`config.mk`:
```
export PLATFORM = sky130hd
export DESIGN_NAME = limit_alert_diag_flags
export DESIGN_NICKNAME = d
export VERILOG_FILES = /design/src/limit_alert_diag_pkg.sv /design/src/limit_alert_diag_flags.sv /design/src/limit_compare.sv
export SDC_FILE = /design/constraint.sdc
export NUM_CORES = 1
export LEC_CHECK = 0
export BUFFER_PORTS_ARGS = -buffer_cell sky130_fd_sc_hd__buf_4
export CAP_MARGIN = 20
export CORE_ASPECT_RATIO = 1.2
export CORE_UTILIZATION = 54
export CTS_CLUSTER_SIZE = 25
export DETAILED_ROUTE_END_ITERATION = 12
export PLACE_DENSITY = 0.84
export SYNTH_ARGS = -nofsm -noshare
export SYNTH_HDL_FRONTEND = slang
export SYNTH_HIERARCHICAL = 1
export SYNTH_SLANG_ARGS = --single-unit
```
`constraint.sdc`:
```
create_clock -name clock -period 2.2 [get_ports clock]
set_clock_uncertainty 0.1 [all_clocks]
set_input_delay 0.22 -clock clock [delete_from_list [all_inputs] [get_ports clock]]
set_output_delay 0.22 -clock clock [all_outputs]
set_load 0.01 [all_outputs]
```
`src/limit_alert_diag_pkg.sv`:
```
// Constants, register map and field layout of the diagnostic flag and limit block.
package limit_alert_diag_pkg;

  // ==========================================================================
  // Register map
  localparam logic [7:0]  ADDR_DIAG      = 8'h0b;
  localparam logic [7:0]  ADDR_CUR_OVER  = 8'h0c;
  localparam logic [7:0]  ADDR_CUR_UNDER = 8'h0d;
  localparam logic [7:0]  ADDR_BUS_OVER  = 8'h0e;
  localparam logic [7:0]  ADDR_BUS_UNDER = 8'h0f;

  // ==========================================================================
  // Reset values and masks
  localparam logic [15:0] RST_CUR_OVER   = 16'h7fff;
  localparam logic [15:0] RST_CUR_UNDER  = 16'h8000;
  localparam logic [15:0] RST_BUS_OVER   = 16'h7fff;
  localparam logic [15:0] RST_BUS_UNDER  = 16'h0000;
  localparam logic [15:0] BUS_THR_MASK   = 16'h7fff;
  localparam logic [15:0] READ_ZERO      = 16'h0000;

  // ==========================================================================
  // Diagnostic word field positions
  localparam int BIT_CHARGE_OF = 10;
  localparam int BIT_ARITH_OF  = 9;
  localparam int BIT_RESERVED  = 8;
  localparam int LIMIT_BASE    = 2;
  localparam int BIT_CONV_DONE = 1;
  localparam int BIT_TRIM_OK   = 0;
  localparam int NUM_LIMITS    = 6;

  // Index of each limit within the limit vector, bit LIMIT_BASE upward.
  localparam int LIM_POWER     = 0;
  localparam int LIM_BUS_LOW   = 1;
  localparam int LIM_BUS_HIGH  = 2;
  localparam int LIM_CUR_UNDER = 3;
  localparam int LIM_CUR_OVER  = 4;
  localparam int LIM_TEMP      = 5;

  // ==========================================================================
  // Measurement widths and threshold width
  localparam int THR_W  = 16;
  localparam int CUR_W  = 20;
  localparam int BUS_W  = 20;
  localparam int TEMP_W = 16;
  localparam int PWR_W  = 24;

endpackage

```
`src/limit_alert_diag_flags.sv`:
```
// Diagnostic flag register and current and bus limit threshold registers.
`timescale 1ns/100ps
`default_nettype none
module limit_alert_diag_flags #(
  parameter int CUR_W  = limit_alert_diag_pkg::CUR_W,
  parameter int BUS_W  = limit_alert_diag_pkg::BUS_W,
  parameter int TEMP_W = limit_alert_diag_pkg::TEMP_W,
  parameter int PWR_W  = limit_alert_diag_pkg::PWR_W
) (
  // Clock and reset
  input  wire logic              clock,
  input  wire logic              rst,
  // Register port
  input  wire logic [7:0]        regAddr,
  input  wire logic              regWrite,
  input  wire logic              regRead,
  input  wire logic [15:0]       regWrData,
  output logic [15:0]            regRdData,
  // Configuration held outside this block
  input  wire logic              alertLatchMode,
  input  wire logic              averagedCompareSel,
  input  wire logic [15:0]       tempThreshold,
  input  wire logic [15:0]       powerThreshold,
  // Conversion events
  input  wire logic              rawSampleValid,
  input  wire logic              avgResultValid,
  input  wire logic              convTrigger,
  input  wire logic              accumClearCtl,
  input  wire logic              chargeOverflowEvt,
  input  wire logic              arithOverflowEvt,
  input  wire logic              trimChecksumErr,
  // Measurements
  input  wire logic [CUR_W-1:0]  current,
  input  wire logic [BUS_W-1:0]  busVoltage,
  input  wire logic [TEMP_W-1:0] temperature,
  input  wire logic [PWR_W-1:0]  power,
  // Status
  output logic [15:0]            diagFlags,
  output logic                   anyLimitFlag
);

  // ==========================================================================
  // State
  typedef struct packed {
    logic [15:0] curOverThr;
    logic [15:0] curUnderThr;
    logic [15:0] busOverThr;
    logic [15:0] busUnderThr;
    logic [limit_alert_diag_pkg::NUM_LIMITS-1:0] limitFlags;
    logic        charge_overflow_flag;
    logic        arithOf;
    logic        convDone;
    logic        trimOk;
    logic [15:0] rdData;
  } state_t;

  localparam state_t STATE_RST = '{
    curOverThr:  limit_alert_diag_pkg::RST_CUR_OVER,
    curUnderThr: limit_alert_diag_pkg::RST_CUR_UNDER,
    busOverThr:  limit_alert_diag_pkg::RST_BUS_OVER,
    busUnderThr: limit_alert_diag_pkg::RST_BUS_UNDER,
    limitFlags:  '0,
    charge_overflow_flag:    1'b0,
    arithOf:     1'b0,
    convDone:    1'b0,
    trimOk:      1'b1,
    rdData:      limit_alert_diag_pkg::READ_ZERO
  };

  state_t state_r;
  state_t state_nxt;

  logic [limit_alert_diag_pkg::NUM_LIMITS-1:0] cond;
  logic        sample;
  logic        diagRead;
  logic [15:0] diagWord;

  // ==========================================================================
  // Comparators
  limit_compare #(
    .CUR_W  (CUR_W),
    .BUS_W  (BUS_W),
    .TEMP_W (TEMP_W),
    .PWR_W  (PWR_W)
  ) compare (
    .current     (current),
    .busVoltage  (busVoltage),
    .temperature (temperature),
    .power       (power),
    .curOverThr  (state_r.curOverThr),
    .curUnderThr (state_r.curUnderThr),
    .busOverThr  (state_r.busOverThr),
    .busUnderThr (state_r.busUnderThr),
    .tempThr     (tempThreshold),
    .powerThr    (powerThreshold),
    .cond        (cond)
  );

  // ==========================================================================
  // Decode
  // Limits are judged only on a sample strobe; between strobes the measurement
  // inputs may change freely without disturbing the flags.
  assign sample   = averagedCompareSel ? avgResultValid : rawSampleValid;
  assign diagRead = regRead && (regAddr == limit_alert_diag_pkg::ADDR_DIAG);

  always_comb begin
    diagWord = '0;
    diagWord[limit_alert_diag_pkg::BIT_CHARGE_OF] = state_r.charge_overflow_flag;
    diagWord[limit_alert_diag_pkg::BIT_ARITH_OF]  = state_r.arithOf;
    diagWord[limit_alert_diag_pkg::BIT_RESERVED]  = 1'b0;
    diagWord[limit_alert_diag_pkg::LIMIT_BASE +: limit_alert_diag_pkg::NUM_LIMITS] =
      state_r.limitFlags;
    diagWord[limit_alert_diag_pkg::BIT_CONV_DONE] = state_r.convDone;
    diagWord[limit_alert_diag_pkg::BIT_TRIM_OK]   = state_r.trimOk;
  end

  // ==========================================================================
  // Next state
  always_comb begin
    state_nxt = state_r;

    // Threshold writes; host writes to the diagnostic word change nothing.
    if (regWrite) begin
      case (regAddr)
        limit_alert_diag_pkg::ADDR_CUR_OVER:  state_nxt.curOverThr = regWrData;
        limit_alert_diag_pkg::ADDR_CUR_UNDER: state_nxt.curUnderThr = regWrData;
        limit_alert_diag_pkg::ADDR_BUS_OVER:
          state_nxt.busOverThr = regWrData & limit_alert_diag_pkg::BUS_THR_MASK;
        limit_alert_diag_pkg::ADDR_BUS_UNDER:
          state_nxt.busUnderThr = regWrData & limit_alert_diag_pkg::BUS_THR_MASK;
        default: state_nxt.curOverThr = state_r.curOverThr;
      endcase
    end

    // Limit flags: set wins over a read clear in the same cycle.
    for (int i = 0; i < limit_alert_diag_pkg::NUM_LIMITS; i++) begin
      if (alertLatchMode) begin
        state_nxt.limitFlags[i] = (state_r.limitFlags[i] && !diagRead) || (sample && cond[i]);
      end else if (sample) begin
        state_nxt.limitFlags[i] = cond[i];
      end
    end

    // Conversion done: in transparent mode only a new trigger clears it.
    if (avgResultValid) begin
      state_nxt.convDone = 1'b1;
    end else if (convTrigger || (alertLatchMode && diagRead)) begin
      state_nxt.convDone = 1'b0;
    end

    if (chargeOverflowEvt) begin
      state_nxt.charge_overflow_flag = 1'b1;
    end else if (accumClearCtl) begin
      state_nxt.charge_overflow_flag = 1'b0;
    end

    if (arithOverflowEvt) begin
      state_nxt.arithOf = 1'b1;
    end else if (convTrigger || accumClearCtl) begin
      state_nxt.arithOf = 1'b0;
    end

    // A checksum failure is permanent until reset; nothing restores it.
    if (trimChecksumErr) begin
      state_nxt.trimOk = 1'b0;
    end

    // Read data shows the value from before any clear caused by this read.
    if (regRead) begin
      case (regAddr)
        limit_alert_diag_pkg::ADDR_DIAG:      state_nxt.rdData = diagWord;
        limit_alert_diag_pkg::ADDR_CUR_OVER:  state_nxt.rdData = state_r.curOverThr;
        limit_alert_diag_pkg::ADDR_CUR_UNDER: state_nxt.rdData = state_r.curUnderThr;
        limit_alert_diag_pkg::ADDR_BUS_OVER:  state_nxt.rdData = state_r.busOverThr;
        limit_alert_diag_pkg::ADDR_BUS_UNDER: state_nxt.rdData = state_r.busUnderThr;
        default: state_nxt.rdData = limit_alert_diag_pkg::READ_ZERO;
      endcase
    end
  end

  always_ff @(posedge clock) begin
    if (rst) begin
      state_r <= STATE_RST;
    end else begin
      state_r <= state_nxt;
    end
  end

  // ==========================================================================
  // Outputs
  assign regRdData    = state_r.rdData;
  assign diagFlags    = diagWord;
  assign anyLimitFlag = |state_r.limitFlags;
endmodule // limit_alert_diag_flags
`default_nettype wire

```
`src/limit_compare.sv`:
```
// Scaled comparison of measurements against their limit thresholds.
`timescale 1ns/100ps
`default_nettype none
module limit_compare #(
  parameter int CUR_W  = limit_alert_diag_pkg::CUR_W,
  parameter int BUS_W  = limit_alert_diag_pkg::BUS_W,
  parameter int TEMP_W = limit_alert_diag_pkg::TEMP_W,
  parameter int PWR_W  = limit_alert_diag_pkg::PWR_W
) (
  // Measurements
  input  wire logic [CUR_W-1:0]  current,
  input  wire logic [BUS_W-1:0]  busVoltage,
  input  wire logic [TEMP_W-1:0] temperature,
  input  wire logic [PWR_W-1:0]  power,
  // Thresholds
  input  wire logic [15:0]       curOverThr,
  input  wire logic [15:0]       curUnderThr,
  input  wire logic [15:0]       busOverThr,
  input  wire logic [15:0]       busUnderThr,
  input  wire logic [15:0]       tempThr,
  input  wire logic [15:0]       powerThr,
  // Fault conditions, one per limit
  output logic [limit_alert_diag_pkg::NUM_LIMITS-1:0] cond
);

  // ==========================================================================
  // Alignment
  // Only the top bits that share the threshold weighting are compared, so the
  // low measurement bits below one threshold step never trip a limit.
  logic [15:0] curTop;
  logic [15:0] busTop;
  logic [15:0] pwrTop;

  assign curTop = current[CUR_W-1 -: limit_alert_diag_pkg::THR_W];
  assign busTop = busVoltage[BUS_W-1 -: limit_alert_diag_pkg::THR_W];
  assign pwrTop = power[PWR_W-1 -: limit_alert_diag_pkg::THR_W];

  // ==========================================================================
  // Comparators
  always_comb begin
    cond = '0;
    cond[limit_alert_diag_pkg::LIM_TEMP] =
      $signed(temperature[TEMP_W-1 -: limit_alert_diag_pkg::THR_W]) > $signed(tempThr);
    // A negative over threshold trips at zero current, as zero exceeds it.
    cond[limit_alert_diag_pkg::LIM_CUR_OVER] = $signed(curTop) > $signed(curOverThr);
    cond[limit_alert_diag_pkg::LIM_CUR_UNDER] = $signed(curTop) < $signed(curUnderThr);
    cond[limit_alert_diag_pkg::LIM_BUS_HIGH] = busTop > busOverThr;
    cond[limit_alert_diag_pkg::LIM_BUS_LOW] = busTop < busUnderThr;
    cond[limit_alert_diag_pkg::LIM_POWER] = pwrTop > powerThr;
  end

endmodule // limit_compare
`default_nettype wire

```
==> flow_metrics.py <==
metrics = {
    "yosys": {
        "synth-main-ff-cell": "dfxtp_1",
        "ys_async_sr_fraction": 0,
        "yosysSeqAreaShare": 0.263,
        "ys_ff_latch": 88,
        "syn_inst": 786,
        "yosysWarnings": 6,
        "synth_cell_types": 58,
        "syn_avg_cell_area_sq_um": 8.53,
        "synth.cell_area_sq_um": 6700,
        "synth-edff-count": 0,
    },
    "placed_design": {
        "pre_cts_slack_ns": 0.0657,
        "placed_cells": 1059,
        "placed_area_sq_um": 7810,
        "numPortBuffers": 159,
        "gp_congestion": 0.931,
        "post-dp-hpwl_microns": 13600,
    },
    "die": {
        "rows": 44,
        "core_sq_um": 12100,
        "die_h_microns": 124,
        "ios": 182,
        "initial_core_util": 0.553,
        "die_w_microns": 104,
        "dieArea_sq_um": 12900,
    },
    "worst_hold_path": {
        "holdPathStages": 2,
        "hold_class": "primary input to flop",
    },
    "clock_tree": {
        "clk_pin_slew_ns": 0.06,
        "cts-root-buf": "clkbuf_16",
        "tritoncts": "built",
        "cts.sinks": 88,
        "clockBufferDepth": 2,
        "cts-htree-levels": 3,
        "numCtsBuffers": 9,
        "cts_setup_buffers": 0,
        "clk_latency_ns": 0.35,
    },
    "final_layout": {
        "nets": 1155,
        "final_util": 0.673,
        "final_cell_area_sq_um": 8150,
        "fin_cells": 1078,
        "antenna_cells": 0,
        "drive_gt1_frac": 0.238,
        "syn_to_final_growth_pct": 21.6,
    },
    "sta": {
        "max_clock_freq_ghz": 0.478,
        "relSlewSlack": 0.612,
        "tns_ns": 0,
        "period_share": 0.950,
        "worst_slack_ns": 0.109,
        "worstMarginPinSlew_ns": 0.581,
        "finalWorstPathRequiredPeriod_ns": 2.09,
        "hold_viol": 0,
        "finalMaxSlewViolations": 0,
        "hold-worst-slack_ns": 0.00650,
        "setup_viol": 0,
        "rsz0062_at_grt": "false",
    },
    "power_and_ir_drop": {
        "ir_drop_uv": 366,
        "pwr-share-comb": 0.187,
        "power_mw": 3.94,
        "power_frac_clock": 0.399,
        "leakagePower_nw": 4.01,
        "power_frac_seq": 0.413,
        "p_per_area_nw_per_um2": 484,
        "switchingPower_mw": 1.07,
        "swShare": 0.270,
        "p_int_mw": 2.88,
    },
    "routing": {
        "wl_microns": 17200,
        "post-route-drc-count": 0,
        "dr.first_iter.drc_count": 367,
        "post_drt_wl_per_cell_microns": 16.0,
        "via_per_inst": 5.58,
        "vias": 6013,
        "dr.pass1.iters": 7,
        "drtAntennaViolNets": 0,
    },
    "setup_path": {
        "startpoint_type": "flop",
        "endpoint_kind": "flop",
        "r2r_slack_ns": 0.11,
        "r2r.worst_path.cells": 8,
        "cp_max_fo": 3,
        "critPathRequiredTime_ns": 2.40,
        "cp_data_arrival_time_ns": 2.29,
        "worstSetupPathType": "flop to flop",
    },
    "global_routing": {
        "antenna_found_initial": 0,
        "grt_pass1_vias": 5852,
        "grtUsageTotal": 0.270,
        "grt_max_degree": 39,
        "grt_first_pass_wirelength_microns": 27500,
        "overflow": 0,
    },
    "flow_run": {
        "max-cap-violations": 0,
    },
    "status": {
        "run_status": "completed",
    },
}
layer usage:
metal | share of wire | track usage | up-vias
met4 | 0.029 | 0.121 | 0
met1 | 0.42 | 0.308 | 2760
met3 | 0.065 | 0.0523 | 44
li1 | - | - | 2966
met2 | 0.49 | 0.493 | 243
met5 | 0 | 0 | -
synth_stat cells (all sizes together), types with 2 or more instances:
library cell	count	area, sq um
o211ai	2	15.0
nand4b	3	26.3
a21oi	50	250
inv	105	394
and3b	2	17.5
mux4	5	113
mux2	11	124
nor2b	23	144
nand2	62	233
a22oi	9	67.6
nand4	20	125
o32ai	2	17.5
nor3	4	25.0
nor4	6	58.8
nand2b	7	43.8
buf	51	365
o31ai	4	30.0
a311oi	9	78.8
clkbuf	16	60.1
a21o	19	144
a221o	2	20.0
a211oi	15	118
nor2	60	225
a32o	6	60.1
mux2i	65	651
ha	94	1180
dfxtp	88	1760
a221oi	2	17.5
and4b	10	100
nand3	10	50.1
nor3b	2	20.0
o21ai	8	40.0
state kept, by name, indices dropped and copies added, names as in the netlist:
name,flops
regRdData,16
state_r,62
diagFlags,10
what timing repair did:
item                                    4_1_cts  5_1_grt
gates resized for setup                       0        3
hold buffers                                  3        0
endpoints found under the setup margin        0        2
hold endpoints to repair                      3        0
power groups by stage:
stage / combinational, mW / sequential (mW) / clock (mW)
finish: 0.739 / 1.63 / 1.57
global route: 0.814 / 1.63 / 1.63
CTS: 0.736 / 1.63 / 1.58
detailed placement: 0.725 / 1.67 / 0
global placement: 0.710 / 1.67 / 0
floorplan: 0.411 / 1.66 / 0
placed cells by master, fill, tap and decap left out, drive strengths merged, types with 5 or more instances in the layout:
master,n
mux4,5
nand4,20
inv,107
a22oi,9
a211oi,15
mux2i,65
a21o,19
conb,8
nand2,62
a311oi,9
mux2,11
clkbuf,9
a32o,6
nor2,60
nor2b,23
ha,94
nor4,6
a21oi,50
and4b,10
dfxtp,88
buf,172
o21ai,8
nand2b,7
nand3,10
kinds of logic (layout without fill, tap and decap cells):
logic type,after synthesis,in the layout,synth area share
compound gates,133,133,0.135
simple gates,217,217,0.172
flops,88,88,0.263
buf+inv,172,296,0.122
other cells,1,8,0.000560
mux,81,81,0.132
fa+ha+maj,94,94,0.176
area by class of cell:
type	count	area, sq um
clock buffers	9	225
clock inverters	7	78.8
fillers	992	3960
inverters	105	394
multi-input cells	533	4150
flip-flops and latches	88	1760
well taps	161	201
repair buffers	175	1330
worst max-delay path, cell delays in order (launching register included):
cell and delay, ns:
dfxtp_2 0.35, inv_1 0.05, ha_1 0.29, a21oi_1 0.16
o21ai_0 0.11, a221o_1 0.37, a211oi_2 0.17, mux2i_1 0.30
a32o_1 0.16
path summary, 6_finish.rpt:
kind | to | startpoint
max | diagFlags[6]$_SDFFE_PP0P_ | state_r[79]$_SDFFE_PP1P_
min | diagFlags[1]$_SDFFE_PP0P_ | avgResultValid
max reg2reg | diagFlags[6]$_SDFFE_PP0P_ | state_r[79]$_SDFFE_PP1P_
min reg2reg | regRdData[11]$_SDFFE_PP0P_ | regRdData[11]$_SDFFE_PP0P_
Note: power is estimated with default switching activity, not from simulation.
